## src/verilog/rtc_pkg.sv

```systemverilog
// constants for the real-time modulo counter: field layout, reset values, divide table
// assumes nothing of its surroundings; imported whole by every module of the block except the synchroniser
`default_nettype none

package rtc_pkg;

	// status and control byte layout
	localparam int SC_W = 8;
	localparam int FLAG_BIT = 7;
	localparam int CKS_MSB = 6;
	localparam int CKS_LSB = 5;
	localparam int IE_BIT = 4;
	localparam int PS_MSB = 3;
	localparam int PS_LSB = 0;

	// field widths
	localparam int CNT_W = 8;
	localparam int CKS_W = 2;
	localparam int PS_W = 4;
	localparam int DIV_W = 18;

	// clock source codes and source indices
	localparam logic [CKS_W-1:0] CKS_LOW_POWER = 2'h0;
	localparam logic [CKS_W-1:0] CKS_EXT = 2'h1;
	localparam int NUM_SRC = 3;
	localparam int SRC_LOW_POWER = 0;
	localparam int SRC_EXT = 1;
	localparam int SRC_INT = 2;

	// reset and clear values
	localparam logic [PS_W-1:0] PS_OFF = 4'h0;
	localparam logic [CNT_W-1:0] CNT_ZERO = 8'h00;
	localparam logic [CNT_W-1:0] MOD_RESET = 8'h00;
	localparam logic [DIV_W-1:0] DIV_ONE = 18'h00001;
	localparam logic [DIV_W-1:0] DIV_ZERO = 18'h00000;

	// divide ratio indexed by {clock select bit 0, prescale select}; entry 0 of each half is unused
	localparam logic [DIV_W-1:0] DIV_TABLE [0:31] = '{
		18'h00001, 18'h00008, 18'h00020, 18'h00040, 18'h00080, 18'h00100, 18'h00200, 18'h00400,
		18'h00001, 18'h00002, 18'h00004, 18'h0000A, 18'h00010, 18'h00064, 18'h001F4, 18'h003E8,
		18'h00001, 18'h00400, 18'h00800, 18'h01000, 18'h02000, 18'h04000, 18'h08000, 18'h10000,
		18'h003E8, 18'h007D0, 18'h01388, 18'h02710, 18'h04E20, 18'h0C350, 18'h186A0, 18'h30D40
	};

endpackage

`default_nettype wire

```

## src/verilog/rtc_tick_if.sv

```systemverilog
// carrier between the counter core and its prescaler
// assumes both ends run on the system clock
`timescale 1ns/100ps
`default_nettype none

interface rtc_tick_if;
	import rtc_pkg::*;

	logic clr;
	logic en;
	logic [DIV_W-1:0] div;
	logic src_edge;
	logic tick;

	modport ctrl (output clr, output en, output div, output src_edge, input tick);
	modport pre (input clr, input en, input div, input src_edge, output tick);
endinterface

`default_nettype wire
```

## src/verilog/rtc_modulo_counter.sv

```systemverilog
// real-time modulo counter core: select fields, modulo compare, match flag and request
// assumes software writes arrive as one-cycle strobes on the system clock and the
// three source clocks are free-running pins slower than half the system clock
//
// Behaviour
// - 8-bit up-counter against 8-bit modulo, fed by source select and prescaler.
// - reset leaves counter stopped at zero, modulo zero, prescaler off.
// - reset selects the 1 kHz low-power oscillator as source.
// - prescaler off while prescale select is zero; nonzero code starts counting.
// - clock select chooses low-power, external or internal reference clock.
// - writing a different clock select clears prescaler and counter.
// - writing a different prescale select clears prescaler and counter.
// - divide ratio comes from prescale select and clock select bit zero.
// - any modulo value from 0x00 to 0xFF is accepted.
// - counter steps once per prescaler period, wraps to zero on match.
// - match flag sets as counter moves from modulo value to zero.
// - any write to modulo clears prescaler and counter.
// - request raised while match flag and its enable are both set.
// - writing one to the flag clears it and withdraws the request.
// - clock select 00 low-power, 01 external, 1x internal reference.
// - prescale code zero off, others divide by the tabled ratios.
// - modulo zero sets the flag on every prescaler tick.
// - count is read-only; writes to it change nothing.
`timescale 1ns/100ps
`default_nettype none

module rtc_modulo_counter
	import rtc_pkg::*;
(
	// clock and reset
	input wire logic i_clk_sys,
	input wire logic i_resetn,
	// counter source clocks, asynchronous pins
	input wire logic i_low_power_osc_clock,
	input wire logic i_external_reference_clock,
	input wire logic i_internal_reference_clock,
	// software write strobes and data
	input wire logic i_status_control_wr,
	input wire logic [SC_W-1:0] i_status_control_wdata,
	input wire logic i_modulo_value_wr,
	input wire logic [CNT_W-1:0] i_modulo_value_wdata,
	input wire logic i_count_value_wr,
	input wire logic [CNT_W-1:0] i_count_value_wdata,
	// readback
	output logic [SC_W-1:0] o_status_control_register,
	output logic [CNT_W-1:0] o_count_value,
	output logic [CNT_W-1:0] o_modulo_value,
	// flag and request
	output logic o_compare_match_flag,
	output logic o_match_irq
);

	////////////////////////////////////////////////////////////////////////
	// state
	logic [CKS_W-1:0] clock_source_select_q;
	logic [PS_W-1:0] prescale_select_q;
	logic match_interrupt_enable_q;
	logic compare_match_flag_q;
	logic compare_match_flag_d;
	logic [CNT_W-1:0] modulo_value_q;
	logic [CNT_W-1:0] count_value_q;
	logic [CNT_W-1:0] count_value_d;
	logic [NUM_SRC-1:0] src_rise;
	logic [NUM_SRC-1:0] src_pins;

	rtc_tick_if t ();

	////////////////////////////////////////////////////////////////////////
	// source clocks
	assign src_pins[SRC_LOW_POWER] = i_low_power_osc_clock;
	assign src_pins[SRC_EXT] = i_external_reference_clock;
	assign src_pins[SRC_INT] = i_internal_reference_clock;

	// synchronise each source
	// sampling trades edge accuracy of one system cycle for a single clock domain
	for (genvar g = 0; g < NUM_SRC; g++) begin : g_src
		rtc_sync_edge u_sync (
			.i_clk_sys(i_clk_sys),
			.i_resetn(i_resetn),
			.i_async(src_pins[g]),
			.o_rise(src_rise[g])
		);
	end

	// decode source select
	// either code with the upper bit set picks the internal reference
	wire src_is_int = clock_source_select_q[CKS_MSB-CKS_LSB];
	wire src_is_ext = (clock_source_select_q == CKS_EXT);
	wire sel_edge = src_is_int ? src_rise[SRC_INT] : (src_is_ext ? src_rise[SRC_EXT] : src_rise[SRC_LOW_POWER]);

	////////////////////////////////////////////////////////////////////////
	// software write decode
	wire [CKS_W-1:0] cks_new = i_status_control_wdata[CKS_MSB:CKS_LSB];
	wire [PS_W-1:0] ps_new = i_status_control_wdata[PS_MSB:PS_LSB];
	wire ie_new = i_status_control_wdata[IE_BIT];
	wire flag_clear_req = i_status_control_wr && i_status_control_wdata[FLAG_BIT];
	wire cks_change = i_status_control_wr && (cks_new != clock_source_select_q);
	wire ps_change = i_status_control_wr && (ps_new != prescale_select_q);
	// modulo write clears
	// rewriting the same select values does not disturb the count
	wire counters_clr = cks_change || ps_change || i_modulo_value_wr;

	wire [4:0] div_index = {clock_source_select_q[0], prescale_select_q};

	////////////////////////////////////////////////////////////////////////
	// prescaler hookup
	// prescaler runs only on nonzero code
	assign t.en = (prescale_select_q != PS_OFF);
	assign t.clr = counters_clr;
	assign t.div = DIV_TABLE[div_index];
	assign t.src_edge = sel_edge;

	rtc_prescaler u_prescaler (
		.i_clk_sys(i_clk_sys),
		.i_resetn(i_resetn),
		.t(t.pre)
	);

	////////////////////////////////////////////////////////////////////////
	// compare and next count
	// full modulo range compared
	wire count_at_mod = (count_value_q == modulo_value_q);
	wire count_tick = t.tick && !counters_clr;
	wire match_event = count_tick && count_at_mod;

	// step or wrap
	// clearing has priority over a tick landing in the same cycle
	always_comb begin
		count_value_d = count_value_q;
		if (counters_clr) begin
			count_value_d = CNT_ZERO;
		end else if (match_event) begin
			count_value_d = CNT_ZERO;
		end else if (count_tick) begin
			count_value_d = count_value_q + 8'h01;
		end
	end

	// flag on wrap, set beats clear
	// write one clears flag
	// a match in the clearing cycle survives so no event is lost
	always_comb begin
		compare_match_flag_d = compare_match_flag_q;
		if (match_event) begin
			compare_match_flag_d = 1'b1;
		end else if (flag_clear_req) begin
			compare_match_flag_d = 1'b0;
		end
	end

	////////////////////////////////////////////////////////////////////////
	// reset state
	always_ff @(posedge i_clk_sys or negedge i_resetn) begin
		if (!i_resetn) begin
			clock_source_select_q <= CKS_LOW_POWER;
			prescale_select_q <= PS_OFF;
			match_interrupt_enable_q <= 1'b0;
			modulo_value_q <= MOD_RESET;
		end else begin
			if (i_status_control_wr) begin
				clock_source_select_q <= cks_new;
				prescale_select_q <= ps_new;
				match_interrupt_enable_q <= ie_new;
			end
			if (i_modulo_value_wr) begin
				modulo_value_q <= i_modulo_value_wdata;
			end
		end
	end

	always_ff @(posedge i_clk_sys or negedge i_resetn) begin
		if (!i_resetn) begin
			count_value_q <= CNT_ZERO;
			compare_match_flag_q <= 1'b0;
		end else begin
			count_value_q <= count_value_d;
			compare_match_flag_q <= compare_match_flag_d;
		end
	end

	////////////////////////////////////////////////////////////////////////
	// outputs
	assign o_status_control_register = {compare_match_flag_q, clock_source_select_q,
		match_interrupt_enable_q, prescale_select_q};
	assign o_count_value = count_value_q;
	assign o_modulo_value = modulo_value_q;
	assign o_compare_match_flag = compare_match_flag_q;
	assign o_match_irq = compare_match_flag_q && match_interrupt_enable_q;
endmodule // rtc_modulo_counter

`default_nettype wire

```

## src/verilog/rtc_prescaler.sv

```systemverilog
// prescaler: counts selected source edges and emits one tick per divide period
// assumes clear and enable come from the counter core on the same clock
`timescale 1ns/100ps
`default_nettype none

module rtc_prescaler
	import rtc_pkg::*;
(
	// clock and reset
	input wire logic i_clk_sys,
	input wire logic i_resetn,
	// link to the counter core
	rtc_tick_if.pre t
);
	logic [DIV_W-1:0] pcnt_q;
	logic tick_q;
	logic [DIV_W-1:0] edges_q;
	wire last_edge = (pcnt_q == (t.div - DIV_ONE));

	////////////////////////////////////////////////////////////////////////
	// divide by table ratio
	always_ff @(posedge i_clk_sys or negedge i_resetn) begin
		if (!i_resetn) begin
			pcnt_q <= DIV_ZERO;
			tick_q <= 1'b0;
		end else if (t.clr || !t.en) begin
			pcnt_q <= DIV_ZERO;
			tick_q <= 1'b0;
		end else if (t.src_edge) begin
			pcnt_q <= last_edge ? DIV_ZERO : pcnt_q + DIV_ONE;
			tick_q <= last_edge;
		end else begin
			tick_q <= 1'b0;
		end
	end

	assign t.tick = tick_q;

	////////////////////////////////////////////////////////////////////////
	// helper: source edges seen since the last tick, read only by checks
	always_ff @(posedge i_clk_sys or negedge i_resetn) begin
		if (!i_resetn) begin
			edges_q <= DIV_ZERO;
		end else if (t.clr || !t.en) begin
			edges_q <= DIV_ZERO;
		end else if (tick_q) begin
			edges_q <= t.src_edge ? DIV_ONE : DIV_ZERO;
		end else if (t.src_edge) begin
			edges_q <= edges_q + DIV_ONE;
		end
	end
endmodule // rtc_prescaler

`default_nettype wire

```

## src/verilog/rtc_sync_edge.sv

```systemverilog
// two-flop synchroniser with a rising-edge detector for one slow source clock
// assumes the source runs well below half the system clock
`timescale 1ns/100ps
`default_nettype none

module rtc_sync_edge (
	// clock and reset
	input wire logic i_clk_sys,
	input wire logic i_resetn,
	// asynchronous source and its edge
	input wire logic i_async,
	output logic o_rise
);
	logic meta_q;
	logic sync_q;
	logic prev_q;

	// only sync_q reads meta_q; the edge detector starts at the second stage
	always_ff @(posedge i_clk_sys or negedge i_resetn) begin
		if (!i_resetn) begin
			meta_q <= 1'b0;
			sync_q <= 1'b0;
			prev_q <= 1'b0;
		end else begin
			meta_q <= i_async;
			sync_q <= meta_q;
			prev_q <= sync_q;
		end
	end

	// one-cycle pulse per source rising edge
	assign o_rise = sync_q & ~prev_q;
endmodule // rtc_sync_edge

`default_nettype wire

```

## config.mk

```make
export PLATFORM = sky130hd
export DESIGN_NAME = rtc_modulo_counter
export DESIGN_NICKNAME = d
export VERILOG_FILES = /design/src/verilog/rtc_pkg.sv /design/src/verilog/rtc_tick_if.sv /design/src/verilog/rtc_modulo_counter.sv /design/src/verilog/rtc_prescaler.sv /design/src/verilog/rtc_sync_edge.sv
export SDC_FILE = /design/constraint.sdc
export NUM_CORES = 1
export LEC_CHECK = 0
export ABC_AREA = 1
export BUFFER_PORTS_ARGS = -buffer_cell sky130_fd_sc_hd__buf_2
export CAP_MARGIN = 20
export CORE_MARGIN = 8
export CORE_UTILIZATION = 60
export DETAILED_ROUTE_END_ITERATION = 16
export HOLD_SLACK_MARGIN = 0.05
export PLACE_DENSITY = 0.87
export SYNTH_ARGS = -nofsm -noshare
export SYNTH_HDL_FRONTEND = slang
export SYNTH_SLANG_ARGS = --single-unit
```

## constraint.sdc

```tcl
create_clock -name i_clk_sys -period 6.55 [get_ports i_clk_sys]
set_clock_uncertainty 0.15 [all_clocks]
set_input_delay 0 -clock i_clk_sys [delete_from_list [all_inputs] [get_ports i_clk_sys]]
set_output_delay 0 -clock i_clk_sys [all_outputs]
set_load 0.05 [all_outputs]
```

# == Yosys cells after proc, flatten, opt, wreduce, memory -nomap -nowiden ==
# Memories as Yosys holds them, arrays and structs flattened.
# Index checks and enable logic that the tools add are counted.
# Widths: inputs -> output; s select.
# word_totals
memories,1
reg_bits,52
word_cells,63
romBits,576
in_bits,32
output_inout_bits,26
# classes
reduce_logical,15
eq_ne,5
mux,14
n_bitwise,7
magnitude_cmp,1
add_sub_neg,3
# memory_table
memory,depth,word_bits,read_ports,rd_clocked_by_memory_dff,write_ports,line_no,source
(no name shown),32,18,1,0,0,rtc_modulo_counter.sv:110,assign t.div = DIV_TABLE[div_index];
# ops
operator,count
$mux 18,5
$mux 8,3
$add 18x1->18 const B,1
$eq 18x18->1,1
$sub 18x1->18 const B,1
$add 8x1->8 const B,1
$eq 8x8->1,1
$ge 6x6->1 const B,1
$logic_and 1x1->1,6
$mux 1,6
$not 5->6,1
$ne 4x4->1,1
$reduce_bool 2->1,2
$reduce_bool 4->1,1
$and 1x1->1,3
$logic_or 1x1->1,3
$not 1->1,3
$reduce_bool 3->1,1
$eq 2x1->1 const B,1
$logic_not 1->1,2
$ne 2x2->1,1

# == Logic depth before layout (Yosys ltp) ==
# logic_depth
word_depth,9
mapped_depth,22
mapped_depth_nobuf,20

# == Cells and area by module ==
# A second synthesis with hierarchy kept.
# unflattened
cells_unflattened,565
area_unflattened_um2,3893.7
# modules_own_cells
module,cells_per_inst,area_per_inst_um2,seq_area_each_um2,n_inst
rtc_prescaler,304,1919.3,475.5,1
rtc_modulo_counter,246,1719.1,600.6,1
rtc_sync_edge,5,85.1,75.1,3

# == Worst setup path before layout ==
# Ideal clock, no wire load.
# synth_timing
path_type,reg-to-reg
startpoint,register prescale_select_q[0]
endpoint,register u_prescaler.pcnt_q[17]
period_less_slack_ps,2974
required_ps,6283
t_arrival_ps,2707
stages_incl_launch_ff,19
path_slack_ps,3576
path_cell_list,dfrtp_1 -> inv_1 -> ha_1 -> nand3_2 -> ha_1 -> nand2_2 -> inv_1 -> nand2_1 -> nor2_4 -> nand2_2 -> nand2_1 -> nand2_1 -> nor2_1 -> nand2_1 -> nor2_2 -> nand3_4 -> buf_6 -> nand2_1 -> nand2_1
# synth_via
elab_chain_cells,9
word_cells_on_any_way,17
# synth_lines
element,line_no,source
start: declaration,rtc_modulo_counter.sv:56,logic [PS_W-1:0] prescale_select_q;
start signal: assignment,rtc_modulo_counter.sv:162,prescale_select_q <= ps_new;
$not 5->6 (implied by the code),rtc_modulo_counter.sv:110,
$mem_v2 32x18,n/a,
$mux 18 (implied by the code) (2 in a row),rtc_modulo_counter.sv:110,
$sub 18x1->18,rtc_prescaler.sv:18,wire last_edge = (pcnt_q == (t.div - DIV_ONE));
$eq 18x18->1,rtc_prescaler.sv:18,
$mux 18,rtc_prescaler.sv:30,pcnt_q <= last_edge ? DIV_ZERO : pcnt_q + DIV_ONE;
$mux 18,rtc_prescaler.sv:29,end else if (t.src_edge) begin
$mux 18,rtc_prescaler.sv:26,end else if (t.clr || !t.en) begin
end signal: assignment,rtc_prescaler.sv:30,
end: declaration,rtc_prescaler.sv:15,logic [DIV_W-1:0] pcnt_q;
# Parallel ways exist; a longest one is shown, timed or not. The select of a mux whose other input is x is not followed.
# A chain may end at the register's enable or synchronous reset.

# == Final worst setup path ==
# layout_timing
startpoint,register prescale_select_q[2]
endpoint,register u_prescaler.pcnt_q[1]
# The elaborated chain is that of the path after synthesis.

==> flow_summary.toml <==
[timing]
fin_ws_ps = 3330
maxSlewViolCount = 0
max_freq_ghz = 0.310
finalHoldViolations = 0
period_minus_slack_ps = 3220
tns_ps = 0
grt_setup_unrepaired = "no"
setup_viol = 0
relSlewSlack_pct = 51.2
tightest_slew_ps = 732
finalCritPeriodShare_pct = 49.2

[synthesis]
synthAdderAreaFrac_pct = 2.87
synth_compound_area_share_pct = 4.47
yosysWarnings = 0
syn_inst = 571
synth-seq-cells = 52
synth_top_family_by_area = "simple AND/OR/NAND/NOR gates"
synth_xor_area_share_pct = 9.33
synth-edff-count = 0
synth_common_cells = "206 x nand2_1, 58 x nand3_1, 53 x nor2_1, 52 x dfrtp_1, 44 x inv_1"
synthDominantCellAreaShare_pct = 33.2
synth.area.mux_share_pct = 0.287
synthFlopType = "dfrtp_1"
yosysSeqAreaShare_pct = 33.2
yosysTopAreaCell = "dfrtp_1"
synth_cell_types = 37
yosysMostFrequentCell = "nand2_1"
yosys.area_share.simple_pct = 42.1
syn_area_per_cell_um2 = 6.86
async_reset_ff_share_pct = 100
syn_nets = 612
ys_top_cells_by_area = "dfrtp_1 33%, nand2_1 20%, nand3_1 7.4%"
netlist_area_um2 = 3920

[worst_setup_path]
slowest_delay_ps = 830
end_kind = "flop"
arrival_ps = 3270
start_kind = "flop"
worst-r2r-setup-slack_ps = 3330
crit_chain = "inv_4 -> nand2_1 -> inv_1 -> nand2_1 -> ha_1 -> nand2_2 -> inv_1 -> nand2_1 -> nor2_4 -> nand2_2 -> nor2_2 -> nand3_1 -> nand2_1 -> nand2_1 -> nor2_2 -> nand3_4 -> nand2_1 -> nand2_1"
cpMostUsedCell = "nand2_1"
slowest_stage = "dfrtp_1"
required_ps = 6600
path_max_fanout = 19
crit_type = "flop to flop"

[layout]
final_core_util_pct = 73.5
nFillCells = 488
drive_gt1_share_pct = 15.0
fin_nets = 694
n_antenna_cell = 0
syn2layout_area_growth_pct = 19.1

[status]
status = "finished, final reports clean"

[route]
drt-initial-drc-count = 292
viasPerCell = 5.64
vias = 4123
postRouteAntennaNets = 0
dr.pass1.iters = 7
drc = 0
drt_wl_total_um = 11200
post_drt_wl_per_cell_um = 15.3

[floorplan]
die-area_um2 = 9370
ios = 58
fp-row-count = 29
start_util_pct = 61.7
coreArea_um2 = 6350
die_h_um = 96.8
die-width_um = 96.8

[cts]
cts_buffers = 5
cts_buffer_depth = 2
cts.clk_slew.worst_paths_ps = 100
insertion_delay_ps = 310
cts_root_buf = "clkbuf_8"
cts_tree = "built"
htree_levels = 2
cts.sinks = 52

[power_and_ir_drop]
peakVddDrop_mv = 0.159
power_density_nw_per_um2 = 180
p_leak_nw = 2.43
finalPower_mw = 0.838

[grt]
grt_pass1_vias = 4192
grt_max_degree = 53
overflow = 0
grt_use_total_pct = 24.1
grt_pass1_wl_um = 19200
antenna_found_initial = 0

[place]
port-buffer-count = 48
place_hpwl_um = 7160
preCtsSetupSlack_ps = 3490
gp_congestion = 0.879

[run]
maxCapViolations = 0

[hold_path]
hold_class = "input pin to flop"
==> stage by stage <==
stage | cells | instance area [um^2] | hold WS [ps]
6_report | 731 | 4670 | 129
5_1_grt | 731 | 4670 | 191
4_1_cts | 731 | 4670 | 90.0
3_5_place_dp | 681 | 4150 | -40.3
3_3_place_gp | 681 | 4150 | -41.2
2_1_floorplan | 571 | 3920 | -446
==> metal layers <==
layer  wire length, um  up-vias  part of all wire (%)  global-route usage (%)
li1                  -     1963                     -                       -
met1              4370     1922                    39                    27.5
met2              5600      190                    50                    41.5
met3               712       48                   6.4                    4.48
met4               488        0                   4.4                    12.8
met5                 0        -                     0                       0
==> cell type report <==
| class | count | area [um^2] | share of cell area (%) |
|---|---|---|---|
| flip-flops and latches | 52 | 1300 | 27.9 |
| inverters | 51 | 194 | 4.16 |
| well taps | 77 | 96.3 | 2.06 |
| multi-input cells | 452 | 2310 | 49.6 |
| clock inverters | 3 | 23.8 | 0.509 |
| repair buffers | 91 | 668 | 14.3 |
| clock buffers | 5 | 68.8 | 1.47 |
==> report_power, final <==
part | internal [mW] | leakage, nW | switching, mW
clock network | 0.0759 | 0.0404 | 0.113
registers | 0.332 | 0.678 | 0.0199
logic | 0.0995 | 1.71 | 0.197
total | 0.508 | 2.43 | 0.330
==> worst max-delay path, delay by kind of cell (launching register included) <==
| kind | cells | cell delay, ps |
|---|---|---|
| fa+ha+maj | 1 | 190 |
| buf+inv | 3 | 300 |
| flops | 1 | 830 |
| simple gates | 14 | 1610 |
==> registers in the layout, indices dropped and copies added, names as in the netlist <==
name,flops
match_interrupt_enable_q,1
g_src.u_sync.sync_q,3
o_modulo_value,8
clock_source_select_q,2
prescale_select_q,4
o_count_value,8
o_compare_match_flag,1
u_prescaler.t.tick,1
u_prescaler.pcnt_q,18
g_src.u_sync.meta_q,3
g_src.u_sync.prev_q,3
==> path summary, 6_finish.rpt <==
kind	startpoint	end	cells after the start
max	prescale_select_q[2]	u_prescaler.pcnt_q[1]	18
min	i_modulo_value_wr	o_modulo_value[7]	4
max reg2reg	prescale_select_q[2]	u_prescaler.pcnt_q[1]	18
min reg2reg	g_src[2].u_sync.meta_q	g_src[2].u_sync.sync_q	0
max in group asynchronous	i_resetn	o_modulo_value[2]	3
min in group asynchronous	i_resetn	g_src[2].u_sync.meta_q	3
==> layout by cell type (no fill, tap or decap), types with 3 or more instances in the layout <==
cell type      netlist  layout
a21oi_1              5       5
buf_2                2      48
clkbuf_8             0       5
dfrtp_1             52      52
dlygate4sd3_1        0      42
ha_1                 9       9
inv_1               44      44
inv_2                5       5
nand2_1            206     206
nand2_2             10      10
nand3_1             58      58
nand3_2              6       6
nand3b_1             4       4
nand4_1              8       8
nor2_1              53      53
nor2_2              11      11
nor3_1               3       3
nor3b_1              4       4
o21ai_0             18      18
o21bai_1             3       3
xnor2_1              7       7
xor2_1              32      32
==> what timing repair did <==
item,4_1_cts,5_1_grt
endpoints found under the hold margin,71,0
gates resized for setup,0,0
hold buffers,42,0
buffers inserted,0,0
==> cells by family after synthesis <==
group | count (synthesis)
flip-flops | 52
multiplexers | 1
adder cells (fa/ha/maj) | 9
buffers and inverters | 67
AO/OA/AOI/OAI | 31
AND/OR/NAND/NOR | 371
XOR/XNOR | 40
Power figures use the tool's default switching activity.
